<file path="src/common/sync_slave_pkg.sv">
// Purpose: Shared constants for the synchronous slave serial port.
// Assumes: APB register access with 32-bit data, one register per aligned word.
// Notes: Offsets and field positions below are the block's fixed register map.
//
// Contract
// Slave when sync set, clock source clear, enabled
// Both receive enables clear means transmit, else receive
// First queued character moves straight into shifter
// Shifter empty: pending character loads, transmit flag sets
// Transmit flag with enables wakes the sleeping core
// Slave reception is continuous; single-receive bit ignored
// Character received in sleep reaches data register, wakes
// Only synchronous slave mode runs during sleep
// Shift registers advance only on the external clock
// Receive-complete flag sets after full word, wakes core
// After wake, interrupt vector is address 004h
// Sleep transmit: reload shifter, set flag, wake core
// Writing the holding register clears transmit flag
// Software drains receive buffer before sleeping
// Clearing continuous receive or port enable clears overrun
// Ninth transmit bit comes from the ninth-bit value
// Ninth received bit shown in receive status
// Clock pin driver disabled; clock taken from master
// Data changes on leading edge, sampled at trailing
// Two-character receive buffer; third sets overrun, dropped
// Characters shift least significant bit first

package sync_slave_pkg;

   // ------------------------------------------------------------------
   // Bus geometry and register offsets
   // ------------------------------------------------------------------
   localparam int ADDR_W = 8;
   localparam logic [7:0] TX_CTRL_OFF = 8'h00;
   localparam logic [7:0] RX_CTRL_OFF = 8'h04;
   localparam logic [7:0] BAUD_OFF = 8'h08;
   localparam logic [7:0] TX_HOLD_OFF = 8'h0c;
   localparam logic [7:0] RX_HOLD_OFF = 8'h10;
   localparam logic [7:0] INT_CTRL_OFF = 8'h14;

   // ------------------------------------------------------------------
   // Field positions
   // ------------------------------------------------------------------
   localparam int TXC_CLK_SRC = 7;
   localparam int TXC_NINTH_EN = 6;
   localparam int TXC_TX_EN = 5;
   localparam int TXC_SYNC = 4;
   localparam int TXC_TRMT = 1;
   localparam int TXC_NINTH_VAL = 0;
   localparam int RXC_PORT_EN = 7;
   localparam int RXC_NINTH_EN = 6;
   localparam int RXC_SINGLE_EN = 5;
   localparam int RXC_CONT_EN = 4;
   localparam int RXC_OVERRUN = 1;
   localparam int RXC_NINTH_VAL = 0;
   localparam int BAUD_RXIDLE = 6;
   localparam int INT_TX_IE = 0;
   localparam int INT_RX_IE = 1;
   localparam int INT_PERIPH_IE = 2;
   localparam int INT_GLOBAL_IE = 3;
   localparam int INT_TX_READY = 4;
   localparam int INT_RX_DONE = 5;

   // ------------------------------------------------------------------
   // Reset values, counts and vector
   // ------------------------------------------------------------------
   localparam logic CTRL_RESET = 1'b0;
   localparam logic [3:0] BITS_PLAIN = 4'h8;
   localparam logic [3:0] BITS_NINTH = 4'h9;
   localparam logic [1:0] FIFO_DEPTH = 2'h2;
   localparam logic [11:0] ISR_VECTOR = 12'h004;

   typedef enum logic {
      TX_IDLE = 1'b0,
      TX_SHIFT = 1'b1
   } tx_state_t;

endpackage

</file>
<file path="src/core/sync_slave_serial_port.sv">
// Purpose: Synchronous slave serial port with APB registers and sleep wake-up.
// Assumes: Serial clock idles low; leading edge rising, trailing edge falling.
// Notes: Serial pins are sampled on pclk through two flip-flops each.

module sync_slave_serial_port (
   input wire logic pclk,
   input wire logic presetn,
   input wire logic psel,
   input wire logic penable,
   input wire logic pwrite,
   input wire logic [sync_slave_pkg::ADDR_W-1:0] paddr,
   input wire logic [31:0] pwdata,
   input wire logic [3:0] pstrb,
   output logic [31:0] prdata,
   output logic pready,
   output logic pslverr,
   input wire logic ck_in,
   output logic ck_out,
   output logic ck_oe,
   input wire logic dt_in,
   output logic dt_out,
   output logic dt_oe,
   input wire logic core_sleep,
   output logic wake,
   output logic irq,
   output logic [11:0] irq_vector
);
   import sync_slave_pkg::*;

   // Character length in bits for the ninth-bit enable.
   function automatic logic [3:0] char_bits(input logic ninth);
      char_bits = ninth ? BITS_NINTH : BITS_PLAIN;
   endfunction

   logic clk_src_q, tx9en_q, tx_en_q, sync_q, tx_ninth_q;
   logic port_en_q, rx9en_q, single_rx_q, cont_rx_q;
   logic tx_ie_q, rx_ie_q, periph_ie_q, global_ie_q;
   logic pready_q, pslverr_q;
   logic [31:0] prdata_q;
   logic ck_meta_q, ck_sync_q, ck_prev_q, dt_meta_q, dt_sync_q;
   tx_state_t tx_state_q;
   logic [8:0] tx_shift_q;
   logic [3:0] tx_cnt_q, tx_len_q;
   logic [7:0] hold_q;
   logic hold_valid_q, dt_out_q, dt_oe_q, ck_out_q, ck_oe_q;
   logic [8:0] rx_shift_q;
   logic [3:0] rx_cnt_q;
   logic [8:0] fifo_q [2];
   logic head_q;
   logic [1:0] count_q;
   logic overrun_q, wake_q, irq_q;
   logic [11:0] vector_q;

   // ------------------------------------------------------------------
   // Mode decode
   // ------------------------------------------------------------------
   logic slave_mode, rx_mode, tx_mode;
   assign slave_mode = sync_q & ~clk_src_q & port_en_q;
   assign rx_mode = slave_mode & (single_rx_q | cont_rx_q);
   assign tx_mode = slave_mode & ~single_rx_q & ~cont_rx_q & tx_en_q;

   // ------------------------------------------------------------------
   // APB slave
   // ------------------------------------------------------------------
   logic access, done, wr, hit, rd_pop, hold_wr;
   logic [7:0] rd_d;
   logic tx_ready, rx_done;
   assign access = psel & penable;
   assign done = access & pready_q;
   assign wr = done & pwrite & pstrb[0];
   assign rd_pop = done & ~pwrite & (paddr == RX_HOLD_OFF);
   assign hold_wr = wr & (paddr == TX_HOLD_OFF);
   assign tx_ready = ~hold_valid_q;
   assign rx_done = (count_q != 2'h0);

   // Read mux; unmapped addresses answer zero with an error.
   always_comb begin
      hit = 1'b1;
      rd_d = 8'h00;
      unique case (paddr)
         TX_CTRL_OFF: begin
            rd_d[TXC_CLK_SRC] = clk_src_q;
            rd_d[TXC_NINTH_EN] = tx9en_q;
            rd_d[TXC_TX_EN] = tx_en_q;
            rd_d[TXC_SYNC] = sync_q;
            rd_d[TXC_TRMT] = (tx_state_q == TX_IDLE);
            rd_d[TXC_NINTH_VAL] = tx_ninth_q;
         end
         RX_CTRL_OFF: begin
            rd_d[RXC_PORT_EN] = port_en_q;
            rd_d[RXC_NINTH_EN] = rx9en_q;
            rd_d[RXC_SINGLE_EN] = single_rx_q;
            rd_d[RXC_CONT_EN] = cont_rx_q;
            rd_d[RXC_OVERRUN] = overrun_q;
            rd_d[RXC_NINTH_VAL] = fifo_q[head_q][8];
         end
         BAUD_OFF: rd_d[BAUD_RXIDLE] = (rx_cnt_q == 4'h0);
         TX_HOLD_OFF: rd_d = 8'h00;
         RX_HOLD_OFF: rd_d = fifo_q[head_q][7:0];
         INT_CTRL_OFF: begin
            rd_d[INT_TX_IE] = tx_ie_q;
            rd_d[INT_RX_IE] = rx_ie_q;
            rd_d[INT_PERIPH_IE] = periph_ie_q;
            rd_d[INT_GLOBAL_IE] = global_ie_q;
            rd_d[INT_TX_READY] = tx_ready;
            rd_d[INT_RX_DONE] = rx_done;
         end
         default: hit = 1'b0;
      endcase
   end

   // One wait state lets read data and error come from flip-flops.
   always_ff @(posedge pclk or negedge presetn) begin
      if (!presetn) begin
         pready_q <= 1'b0;
         pslverr_q <= 1'b0;
         prdata_q <= 32'h0;
      end else begin
         pready_q <= access & ~pready_q;
         pslverr_q <= access & ~pready_q & ~hit;
         prdata_q <= (access & ~pready_q & ~pwrite) ? {24'h0, rd_d} : 32'h0;
      end
   end

   // Software-written control bits.
   always_ff @(posedge pclk or negedge presetn) begin
      if (!presetn) begin
         clk_src_q <= CTRL_RESET;
         tx9en_q <= CTRL_RESET;
         tx_en_q <= CTRL_RESET;
         sync_q <= CTRL_RESET;
         tx_ninth_q <= CTRL_RESET;
         port_en_q <= CTRL_RESET;
         rx9en_q <= CTRL_RESET;
         single_rx_q <= CTRL_RESET;
         cont_rx_q <= CTRL_RESET;
         tx_ie_q <= CTRL_RESET;
         rx_ie_q <= CTRL_RESET;
         periph_ie_q <= CTRL_RESET;
         global_ie_q <= CTRL_RESET;
      end else if (wr) begin
         if (paddr == TX_CTRL_OFF) begin
            clk_src_q <= pwdata[TXC_CLK_SRC];
            tx9en_q <= pwdata[TXC_NINTH_EN];
            tx_en_q <= pwdata[TXC_TX_EN];
            sync_q <= pwdata[TXC_SYNC];
            tx_ninth_q <= pwdata[TXC_NINTH_VAL];
         end
         if (paddr == RX_CTRL_OFF) begin
            port_en_q <= pwdata[RXC_PORT_EN];
            rx9en_q <= pwdata[RXC_NINTH_EN];
            single_rx_q <= pwdata[RXC_SINGLE_EN];
            cont_rx_q <= pwdata[RXC_CONT_EN];
         end
         if (paddr == INT_CTRL_OFF) begin
            tx_ie_q <= pwdata[INT_TX_IE];
            rx_ie_q <= pwdata[INT_RX_IE];
            periph_ie_q <= pwdata[INT_PERIPH_IE];
            global_ie_q <= pwdata[INT_GLOBAL_IE];
         end
      end
   end

   // ------------------------------------------------------------------
   // Serial pin synchronisers and clock edge detection
   // ------------------------------------------------------------------
   always_ff @(posedge pclk or negedge presetn) begin
      if (!presetn) begin
         ck_meta_q <= 1'b0;
         ck_sync_q <= 1'b0;
         ck_prev_q <= 1'b0;
         dt_meta_q <= 1'b0;
         dt_sync_q <= 1'b0;
      end else begin
         ck_meta_q <= ck_in;
         ck_sync_q <= ck_meta_q;
         ck_prev_q <= ck_sync_q;
         dt_meta_q <= dt_in;
         dt_sync_q <= dt_meta_q;
      end
   end

   logic lead, trail;
   assign lead = ck_sync_q & ~ck_prev_q;
   assign trail = ~ck_sync_q & ck_prev_q;

   // ------------------------------------------------------------------
   // Transmitter
   // ------------------------------------------------------------------
   logic shift_done, load;
   assign shift_done = (tx_state_q == TX_SHIFT) & trail & (tx_cnt_q == tx_len_q);
   assign load = tx_mode & hold_valid_q & ((tx_state_q == TX_IDLE) | shift_done);

   // Holding register; a new write wins over a simultaneous transfer out.
   always_ff @(posedge pclk or negedge presetn) begin
      if (!presetn) begin
         hold_q <= 8'h00;
         hold_valid_q <= 1'b0;
      end else if (hold_wr) begin
         hold_q <= pwdata[7:0];
         hold_valid_q <= 1'b1;
      end else if (load || !port_en_q) begin
         hold_valid_q <= 1'b0;
      end
   end

   // Shifter advances only on edges of the master's clock.
   always_ff @(posedge pclk or negedge presetn) begin
      if (!presetn) begin
         tx_state_q <= TX_IDLE;
         tx_shift_q <= 9'h000;
         tx_cnt_q <= 4'h0;
         tx_len_q <= BITS_PLAIN;
         dt_out_q <= 1'b0;
      end else if (!tx_mode) begin
         tx_state_q <= TX_IDLE;
         tx_cnt_q <= 4'h0;
      end else if (load) begin
         tx_state_q <= TX_SHIFT;
         tx_shift_q <= {tx_ninth_q, hold_q};
         tx_len_q <= char_bits(tx9en_q);
         tx_cnt_q <= 4'h0;
      end else begin
         unique case (tx_state_q)
            TX_IDLE: tx_cnt_q <= 4'h0;
            TX_SHIFT: begin
               if (lead && tx_cnt_q < tx_len_q) begin
                  dt_out_q <= tx_shift_q[0];
                  tx_shift_q <= {1'b0, tx_shift_q[8:1]};
                  tx_cnt_q <= tx_cnt_q + 4'h1;
               end else if (shift_done) begin
                  tx_state_q <= TX_IDLE;
               end
            end
         endcase
      end
   end

   // Pin drivers: the clock pin is never driven in slave operation.
   always_ff @(posedge pclk or negedge presetn) begin
      if (!presetn) begin
         dt_oe_q <= 1'b0;
         ck_out_q <= 1'b0;
         ck_oe_q <= 1'b0;
      end else begin
         dt_oe_q <= tx_mode;
         ck_out_q <= 1'b0;
         ck_oe_q <= 1'b0;
      end
   end

   // ------------------------------------------------------------------
   // Receiver and two-character buffer
   // ------------------------------------------------------------------
   logic sample, char_done, push, overrun, pop;
   logic [8:0] rx_shift_next, word;
   logic [3:0] rx_len;
   assign rx_len = char_bits(rx9en_q);
   assign sample = rx_mode & trail & ~overrun_q;
   assign rx_shift_next = {dt_sync_q, rx_shift_q[8:1]};
   assign char_done = sample & (rx_cnt_q == rx_len - 4'h1);
   assign word = rx9en_q ? rx_shift_next : {1'b0, rx_shift_next[8:1]};
   assign push = char_done & (count_q != FIFO_DEPTH);
   assign overrun = char_done & (count_q == FIFO_DEPTH);
   assign pop = rd_pop & rx_done;

   // Partial characters are dropped when reception is switched off.
   always_ff @(posedge pclk or negedge presetn) begin
      if (!presetn) begin
         rx_shift_q <= 9'h000;
         rx_cnt_q <= 4'h0;
      end else if (!rx_mode) begin
         rx_cnt_q <= 4'h0;
      end else if (char_done) begin
         rx_shift_q <= 9'h000;
         rx_cnt_q <= 4'h0;
      end else if (sample) begin
         rx_shift_q <= rx_shift_next;
         rx_cnt_q <= rx_cnt_q + 4'h1;
      end
   end

   // Buffer storage; a full buffer keeps its contents on overrun.
   always_ff @(posedge pclk or negedge presetn) begin
      if (!presetn) begin
         fifo_q[0] <= 9'h000;
         fifo_q[1] <= 9'h000;
      end else if (push) begin
         fifo_q[head_q ^ count_q[0]] <= word;
      end
   end

   // Occupancy and read pointer; disabling the port empties the buffer.
   always_ff @(posedge pclk or negedge presetn) begin
      if (!presetn) begin
         head_q <= 1'b0;
         count_q <= 2'h0;
      end else if (!port_en_q) begin
         head_q <= 1'b0;
         count_q <= 2'h0;
      end else begin
         if (pop) begin
            head_q <= ~head_q;
         end
         count_q <= count_q + {1'b0, push} - {1'b0, pop};
      end
   end

   // Overrun: a new overrun outranks a clear in the same cycle.
   always_ff @(posedge pclk or negedge presetn) begin
      if (!presetn) begin
         overrun_q <= 1'b0;
      end else if (overrun) begin
         overrun_q <= 1'b1;
      end else if (!cont_rx_q || !port_en_q) begin
         overrun_q <= 1'b0;
      end
   end

   // ------------------------------------------------------------------
   // Wake-up and interrupt request to the core
   // ------------------------------------------------------------------
   logic tx_ev, rx_ev;
   assign tx_ev = tx_ready & tx_en_q & tx_ie_q;
   assign rx_ev = rx_done & rx_ie_q;

   // Flags are levels, so a sleeping core is woken however late it sleeps.
   always_ff @(posedge pclk or negedge presetn) begin
      if (!presetn) begin
         wake_q <= 1'b0;
         irq_q <= 1'b0;
         vector_q <= 12'h000;
      end else begin
         wake_q <= core_sleep & periph_ie_q & (tx_ev | rx_ev);
         irq_q <= global_ie_q & periph_ie_q & (tx_ev | rx_ev);
         vector_q <= (global_ie_q & periph_ie_q & (tx_ev | rx_ev)) ? ISR_VECTOR : 12'h000;
      end
   end

   assign prdata = prdata_q;
   assign pready = pready_q;
   assign pslverr = pslverr_q;
   assign ck_out = ck_out_q;
   assign ck_oe = ck_oe_q;
   assign dt_out = dt_out_q;
   assign dt_oe = dt_oe_q;
   assign wake = wake_q;
   assign irq = irq_q;
   assign irq_vector = vector_q;
endmodule // sync_slave_serial_port

</file>
<file path="config.mk">
export PLATFORM = sky130hd
export DESIGN_NAME = sync_slave_serial_port
export DESIGN_NICKNAME = d
export VERILOG_FILES = /design/src/common/sync_slave_pkg.sv /design/src/core/sync_slave_serial_port.sv
export SDC_FILE = /design/constraint.sdc
export NUM_CORES = 1
export LEC_CHECK = 0
export BUFFER_PORTS_ARGS = -buffer_cell sky130_fd_sc_hd__buf_4
export CAP_MARGIN = 30
export CORE_ASPECT_RATIO = 0.9
export CORE_MARGIN = 5
export CORE_UTILIZATION = 40
export DETAILED_ROUTE_END_ITERATION = 10
export PLACE_DENSITY = 0.64
export SYNTH_ARGS = -nofsm -noshare
export SYNTH_HDL_FRONTEND = slang
export SYNTH_SLANG_ARGS = --single-unit
</file>
<file path="constraint.sdc">
create_clock -name pclk -period 3.96 [get_ports pclk]
set_input_delay 0.594 -clock pclk [delete_from_list [all_inputs] [get_ports pclk]]
set_output_delay 0.594 -clock pclk [all_outputs]
set_load 0.01 [all_outputs]
</file>
# [Word level (Yosys, flattened, before mapping)]
# Cells that the tools add are included.
[word_totals] register_bits=97 input_bits=52
[op_classes] addsub=5 n_lt_le_gt_ge=4 n_eq_ne=12 mux=41 bitwise_logic=54 n_reduce_logical=22
[ops] cell="$mux 9" n=10
[ops] cell="$and 1x1->1" n=35
[ops] cell="$mux 4" n=6
[ops] cell="$bwmux 18" n=1
[ops] cell="$eq 8x4->1 const B" n=2
[ops] cell="$eq 8x5->1 const B" n=2
[ops] cell="$pmux 2 s4" n=2
[ops] cell="$mux 1" n=14
[ops] cell="$not 1->1" n=13
[ops] cell="$reduce_bool 2->1" n=6
[ops] cell="$reduce_and 2->1" n=5
[ops] cell="$demux 9 s1" n=1
[ops] cell="$add 4x1->4 const B" n=2
[ops] cell="$eq 4x4->1" n=2
[ops] cell="$eq 8x3->1 const B" n=1
[ops] cell="$logic_not 8->1" n=1
[ops] cell="$mux 8" n=1
[ops] cell="$pmux 4 s2" n=1
[ops] cell="$reduce_or 6->1" n=1
[ops] cell="$ge 2x2->1 const B" n=2
[ops] cell="$logic_not 4->1" n=1
[ops] cell="$lt 4x4->1" n=1
[ops] cell="$ne 4x2->1 const B" n=1
[ops] cell="$not 1->2" n=2
[ops] cell="other kinds (20)" n=25

# [Logic depth before layout (Yosys ltp)]
# Gate-level depths: netlist (run 1).
[logic_depth] word_depth=11 ltp_mapped=10 mapped_depth_nobuf=9

# [Worst setup path before layout (run 1)]
# No wires, ideal clock.
[synth_timing] path_kind="input-to-reg" start="in paddr[1] (netlist name)" end="reg count_q[1]" setup_ps=119 arrival_time_ps=2499 path_slack_ps=1342 stages=9 path_cell_list="or4_4 > or4_4 > nor2_1 > ha_1 > inv_1 > ha_1 > xnor2_1 > xnor2_1 > and2_1"
[synth_between] elab_chain_cells=5
[synth_lines] element="from (decl)" line="sync_slave_serial_port.sv:11" rtl="input wire logic [sync_slave_pkg::ADDR_W-1:0] paddr,"
[synth_lines] element="$eq 8x5->1" line="sync_slave_serial_port.sv:71" rtl="assign rd_pop = done & ~pwrite & (paddr == RX_HOLD_OFF);"
[synth_lines] element="$and 1x1->1" line="sync_slave_serial_port.sv:71"
[synth_lines] element="$and 1x1->1" line="sync_slave_serial_port.sv:265" rtl="assign pop = rd_pop & rx_done;"
[synth_lines] element="$sub 2x1->2" line="sync_slave_serial_port.sv:305" rtl="count_q <= count_q + {1'b0, push} - {1'b0, pop};"
[synth_lines] element="$mux 2" line="sync_slave_serial_port.sv:298" rtl="end else if (!port_en_q) begin"
[synth_lines] element="to (signal assigned)" line="sync_slave_serial_port.sv:305"
[synth_lines] element="to (decl)" line="sync_slave_serial_port.sv:50" rtl="logic [1:0] count_q;"
# No other way between the ends.
# A chain may end at the register's enable or synchronous reset.

# [Worst setup path after layout (run 1)]
[layout_timing] start="reg rx9en_q" end="reg count_q[1]"
[layout_between] elab_chain_cells=8
[layout_lines] element="from (decl)" line="sync_slave_serial_port.sv:36" rtl="logic port_en_q, rx9en_q, single_rx_q, cont_rx_q;"
[layout_lines] element="from (signal assigned)" line="sync_slave_serial_port.sv:151" rtl="rx9en_q <= pwdata[RXC_NINTH_EN];"
[layout_lines] element="$mux 1" line="sync_slave_serial_port.sv:32" rtl="char_bits = ninth ? BITS_NINTH : BITS_PLAIN;"
[layout_lines] element="$sub 4x1->4" line="sync_slave_serial_port.sv:261" rtl="assign char_done = sample & (rx_cnt_q == rx_len - 4'h1);"
[layout_lines] element="$eq 4x4->1" line="sync_slave_serial_port.sv:261"
[layout_lines] element="$and 1x1->1" line="sync_slave_serial_port.sv:261"
[layout_lines] element="$and 1x1->1" line="sync_slave_serial_port.sv:263" rtl="assign push = char_done & (count_q != FIFO_DEPTH);"
[layout_lines] element="$add 2x1->2" line="sync_slave_serial_port.sv:305"
[layout_lines] element="$sub 2x1->2" line="sync_slave_serial_port.sv:305"
[layout_lines] element="$mux 2" line="sync_slave_serial_port.sv:298"
# No other way between the ends.

==> results of run 1 <==
==> registers in the layout, summed over array words and instances (netlist names), 2 cells and up <==
signal	flops
fifo_q	18
tx_cnt_q	4
prdata	8
rx_cnt_q	4
hold_q	8
rx_shift_q	8
tx_shift_q	9
count_q	2
==> placed cells by master (no fill, tap or decap), types with 2 or more instances in the layout <==
cell / count
buf_4: 40
nand4bb_1: 2
and3_1: 3
nand4b_1: 2
a211oi_1: 3
or4b_2: 2
clkbuf_16: 9
xnor2_1: 3
conb_1: 37
or3_2: 2
a21oi_1: 14
nor2b_1: 2
nand3b_1: 2
or3_1: 3
bufinv_16: 2
ha_1: 6
dfrtp_1: 90
and2_1: 6
a22o_1: 8
clkinvlp_4: 2
mux2_4: 4
nand2b_1: 3
mux2_2: 64
o21ai_0: 6
or3b_1: 2
clkinv_4: 2
a21boi_0: 2
a31oi_1: 2
inv_1: 8
or4_4: 2
nand3_1: 10
o211ai_1: 2
nand2_1: 15
nor3_1: 7
nor2_1: 18
mux2i_1: 11
==> report_power, final <==
part | internal [mW] | total (mW) | leakage, nW | switching [mW]
clock | 0.557 | 0.917 | 0.152 | 0.360
sequential | 0.923 | 0.926 | 1.24 | 0.00282
combinational | 0.0253 | 0.0827 | 1.05 | 0.0574
total | 1.51 | 1.93 | 2.45 | 0.420
==> worst min path at each step <==
stage          cells past startpoint        end       from
6_report                           1      dt_oe    presetn
5_1_grt                            1  dt_meta_q      dt_in
4_1_cts                            1  dt_meta_q      dt_in
3_5_place_dp                       0  ck_sync_q  ck_meta_q
3_3_place_gp                       0  dt_sync_q  dt_meta_q
2_1_floorplan                      0  ck_meta_q    presetn
==> routing by layer <==
layer / global-route usage (%) / vias to the layer above / routed length [um] / part of all wire, %
met1: 19.0 / 1408 / 4050 / 45
met4: 4.11 / 0 / 78 / 0.86
met2: 22.5 / 63 / 4540 / 50
li1: - / 1328 / - / -
met3: 4.35 / 8 / 413 / 4.5
met5: 0 / - / 0 / 0
==> logic make-up (layout without fill, tap and decap cells) <==
logic type | Yosys count | after routing
muxes | 81 | 81
buffers and inverters | 57 | 64
DFF | 90 | 90
adders and majority gates | 6 | 6
xor gates and xnor gates | 4 | 4
AOI/OAI and AO/OA | 45 | 45
other | 1 | 37
and+or+nand+nor | 87 | 87
==> final cells by class <==
type	instances	area (um2)	area share [%]
Multi-Input combinational cell	260	2010	39.3
Clock inverter	7	101	1.98
Tap cell	152	190	3.72
Sequential cell	90	2250	44.1
Inverter	8	30.0	0.588
Clock buffer	9	225	4.41
Timing Repair Buffer	40	300	5.88
==> worst max-delay path, delay by kind of cell, from the launching register on <==
family,cells,cell delay [ps]
simple gates,3,940
buf+inv,1,40
flops,1,630
xor+xnor,2,250
fa+ha+maj,2,460
mux,1,270
==> metrics by stage <==
stage	power (mW)	setup WS, ps
after floorplan	1.01	1340
after global placement	1.02	1090
after detailed placement	1.03	1090
after CTS	1.96	1240
after global routing	2.01	1070
final	1.93	1270
==> results_dict.tcl, run 1 <==
set metrics [dict create \
    first_pass_iters 4 \
    vdd_drop_max_v 0.000217 \
    path_cells "or4b_2 > mux2i_4 > nand3_1 > ha_1 > inv_1 > ha_1 > xnor2_1 > xnor2_1 > and2_1" \
    fp.dieArea_um2 13500 \
    ant_nets 0 \
    fillers 1009 \
    port_buffers 39 \
    path_class "flop to flop" \
    ios 104 \
    fin_crit_sh_pct 68.0 \
    hold_buffers 0 \
    cts.reportedPaths.clkPinSlew_ps 70 \
    r2r_cells 9 \
    hold_viol_final 0 \
    insertion_delay_ps 340 \
    synth-xor-area-share_pct 0.780 \
    async_flop_share_pct 100 \
    fp.coreArea_um2 10900 \
    relSlewSlack_pct 46.0 \
    place_congestion 0.822 \
    fin_area_um2 5110 \
    vias 2807 \
    cts_buffer_depth 2 \
    crit_fanout 15 \
    postCtsSetupBuffers 0 \
    yosysUniqueCellTypes 53 \
    synth_top_family_by_area "multiplexers" \
    ff2ff_setup_slack_ps 1270 \
    synth_commonest_cells "dfrtp_1 (90), mux2_2 (64), buf_4 (38), nor2_1 (18), nand2_1 (15)" \
    worstSetupStartpoint "rx9en_q" \
    final-max-slew-violation-count 0 \
    hold_slack_ps 320 \
    fin_crit_ps 2690 \
    timing.rr.start "rx9en_q" \
    clock_sinks 90 \
    critPathSlowestCell "or4b_2" \
    cts-root-buf "clkbuf_16" \
    synth_area_leaders "dfrtp_1 (50%), mux2_2 (16%), buf_4 (6.3%)" \
    fmax_mhz 371 \
    fin_util_pct 46.9 \
    cp-end-kind "flop" \
    synth_mux_area_share_pct 20.8 \
    pwr_density_cell_nw_per_um2 377 \
    placementRows 36 \
    placedCellCount 550 \
    drcViolationCount 0 \
    die_w_um 122 \
    gr-usage-all-layers_pct 14.3 \
    arrival_ps 2930 \
    cts_tree "yes" \
    wl_um 9080 \
    dpl_cell_area_um2 4780 \
    cts_resized 0 \
    crit_required_ps 4200 \
    htreeDepth 3 \
    drv_cap 0 \
    ys_seq_area_share_pct 50.1 \
    grt_pass1_vias 2895 \
    worst_pin_slew_ps 809 \
    yosysTopAreaCell "dfrtp_1" \
    antenna_found_initial 0 \
    worst_setup_path_start_kind "flop" \
    p_leak_nw 2.45 \
    ys_warn_count 0 \
    synthCells 371 \
    holdCritPathClass "input port to async pin" \
    max_stage_delay_ps 670 \
    skew_ps 9.28 \
    wl_per_cell_um 16.0 \
    num_antenna_cells 0 \
    grt_first_pass_wirelength_um 15200 \
    ys_ff_latch 90 \
    synth_compound_area_share_pct 7.18 \
    synth.avg_cell_area_um2 12.1 \
    synthSimpleGateAreaFrac_pct 11.2 \
    fin_cells 566 \
    num-nets-final 467 \
    first_iter_violations 130 \
    synth-edff-count 0 \
    initial_core_util_pct 41.2 \
    syn2layout_area_growth_pct 13.7 \
    die_h_um 111 \
    grt_max_degree 60 \
    synthAdderAreaFrac_pct 1.67 \
    tns_ps 0 \
    endpoint "count_q[1]" \
    syn_area_um2 4490 \
    timing.rr.end "count_q[1]" \
    grt_overflow 0 \
    hpwl_um 6670 \
    status "finished clean" \
    drive_above_1_share_pct 33.1 \
    setup_violations 0 \
    cts_buffers 9 \
    synth_top_area_share_pct 50.1 \
    synth_most_common_cell "dfrtp_1" \
    drt-vias-per-instance 4.96 \
    rsz0062_at_grt "no" \
    synth-main-ff-cell "dfrtp_1" \
]
Power figures use the tool's default switching activity.
==> run 2, diff against run 1 <==
--- a/config.mk
+++ b/config.mk
@@ -5,6 +5,7 @@
 export SDC_FILE = /design/constraint.sdc
 export NUM_CORES = 1
 export LEC_CHECK = 0
+export ABC_AREA = 1
 export BUFFER_PORTS_ARGS = -buffer_cell sky130_fd_sc_hd__buf_4
 export CAP_MARGIN = 30
 export CORE_ASPECT_RATIO = 0.9
==> constraint.sdc (replaced) <==
create_clock -name pclk -period 2.55 [get_ports pclk]
set_input_delay 0.3825 -clock pclk [delete_from_list [all_inputs] [get_ports pclk]]
set_output_delay 0.3825 -clock pclk [all_outputs]
set_load 0.01 [all_outputs]
==> run 2 against run 1 <==
Area after synthesis increased by 3.4%. Non-clock buffer count increased by 9. Global-route usage increased by 1.1 points. Setup slack got worse by 850 ps. Sequential cell count unchanged. Final cell count increased by 40%. Maximum frequency increased by 26%. Combinational power increased by 44%. Largest cell class unchanged. Highest routed layer unchanged.
==> results_dict.tcl, run 2 <==
set metrics [dict create \
    status "finished clean" \
    final-max-slew-violation-count 0 \
    clock_sinks 90 \
    holdCritPathClass "input port to async pin" \
    hold_viol_final 0 \
    crit_fanout 8 \
    fin_cells 794 \
    vdd_drop_max_v 0.000355 \
    yosysUniqueCellTypes 34 \
    vias 3731 \
    cts-root-buf "clkbuf_16" \
    drcViolationCount 0 \
    grt_max_degree 55 \
    placedCellCount 778 \
    largest_register "fifo_q" \
    ios 104 \
    hold_slack_ps 3.29 \
    arrival_ps 2360 \
    fin_util_pct 46.9 \
    port_buffers 39 \
    pwr_density_cell_nw_per_um2 567 \
    cts_tree "yes" \
    critPathSlowestCell "dfrtp_1" \
    fillers 1090 \
    worst_setup_path_start_kind "flop" \
    setup_violations 0 \
    path_cells "nand3_4 > nor2_4 > nand2_2 > nor2_2 > nand2_1 > ha_1 > inv_1 > ha_1 > inv_1 > o21ai_0 > a21oi_1" \
    placementRows 37 \
    antenna_found_initial 0 \
    die_h_um 112 \
    p_leak_nw 2.77 \
    syn2layout_area_growth_pct 14.9 \
    hpwl_um 7380 \
    fin_crit_ps 2130 \
    async_flop_share_pct 100 \
    worst_pin_slew_ps 571 \
    num-nets-final 691 \
    ys_ff_latch 90 \
    cts_resized 0 \
    drt-vias-per-instance 4.70 \
    largest_reg_flops 18 \
    yosysTopAreaCell "dfrtp_1" \
    pre_cts_slack_ps 430 \
    grt_overflow 0 \
    wl_um 10100 \
    ys_seq_area_share_pct 48.5 \
    skew_ps 6.21 \
    tns_ps 0 \
    rsz0062_at_grt "no" \
    synth-main-ff-cell "dfrtp_1" \
    fmax_mhz 469 \
    htreeDepth 3 \
    cts_buffer_depth 2 \
    crit_required_ps 2780 \
    grt_first_pass_wirelength_um 17100 \
    ys_warn_count 0 \
    path_class "flop to flop" \
    cp-end-kind "flop" \
    fin_crit_sh_pct 83.6 \
    drv_cap 0 \
    gr-usage-all-layers_pct 15.5 \
    relSlewSlack_pct 61.8 \
    grt_pass1_vias 3562 \
    synth_top_area_share_pct 48.5 \
    hold_buffers 0 \
    synth-edff-count 0 \
    synth_area_leaders "dfrtp_1 (48%), nand2_1 (15%), buf_4 (6.5%)" \
    syn_area_um2 4650 \
    insertion_delay_ps 340 \
    final_cell_mix "nand2_1 (183), dfrtp_1 (90), inv_1 (67), buf_4 (48), o21ai_0 (46)" \
    cts_buffers 9 \
    postCtsSetupBuffers 0 \
    wl_per_cell_um 12.8 \
    cts.reportedPaths.clkPinSlew_ps 70 \
    die_w_um 124 \
    first_pass_iters 5 \
    num_antenna_cells 0 \
    first_iter_violations 354 \
    synth_most_common_cell "nand2_1" \
    synth.avg_cell_area_um2 7.89 \
    final.setup.worst_slack_ps 418 \
    synth_commonest_cells "nand2_1 (183), dfrtp_1 (90), inv_1 (67), o21ai_0 (46)" \
    initial_core_util_pct 40.8 \
    final_common_cell "nand2_1" \
    synthCells 589 \
    ant_nets 0 \
    fp.coreArea_um2 11400 \
    top_regs "fifo_q: 18 flops, tx_shift_q: 9 flops" \
    place_congestion 0.854 \
    fp.dieArea_um2 13900 \
    max_stage_delay_ps 560 \
    drive_above_1_share_pct 12.5 \
]
## run 2: per-layer routing
layer | share of wire (%) | track usage [%]
met5 | 0 | 0
met4 | 2.7 | 7.08
met3 | 5.9 | 2.27
met2 | 43 | 22.4
met1 | 49 | 22.7
## run 2: cells by family after synthesis
logic type / after synthesis / share of synthesized area (%)
and+or+nand+nor: 304 / 28.8
DFF: 90 / 48.5
buffers and inverters: 121 / 13.2
xor gates and xnor gates: 4 / 0.754
AOI/OAI and AO/OA: 63 / 7.06
other: 1 / 0.0807
adders and majority gates: 6 / 1.62
## run 2: worst max-delay path: cells and delay by family, from the launching register on
family | cells | cell delay [ps]
flip-flops | 1 | 560
buffers and inverters | 2 | 110
adder cells (fa/ha/maj) | 2 | 400
AO/OA/AOI/OAI | 2 | 240
AND/OR/NAND/NOR | 5 | 710
## run 2: through the flow
stage          power (mW)  cell area, um2
5_1_grt              3.14            5340
4_1_cts              3.06            5340
3_3_place_gp         1.58            5000
6_report             3.03            5340
3_5_place_dp         1.58            5000
2_1_floorplan        1.55            4780
## run 2: final timing paths
kind / cells after the start / slack (ps) / from / to
setup / recovery: 11 / 420 / port_en_q / count_q[1]
hold / removal: 1 / 3 / presetn / dt_meta_q
setup reg to reg: 11 / 420 / port_en_q / count_q[1]
hold reg to reg: 0 / 350 / dt_meta_q / dt_sync_q
max in group asynchronous: 2 / 1910 / presetn / dt_oe
min in group pclk: 1 / 150 / ck_in / ck_meta_q
## run 2: area by class of cell
cell class              instances  area [um2]  share of cell area, %
clock inverters                 5        86.3                   1.62
multi-input cells             414        1910                   35.8
clock buffers                  11         253                   4.73
repair buffers                 49         380                   7.12
flip-flops and latches         90        2250                   42.2
well taps                     156         195                   3.66
inverters                      69         259                   4.85
## run 2: power by group
group	internal [mW]	switching [mW]	total [mW]
Clock	0.917	0.555	1.47
Sequential	1.43	0.00351	1.44
Combinational	0.0355	0.0833	0.119
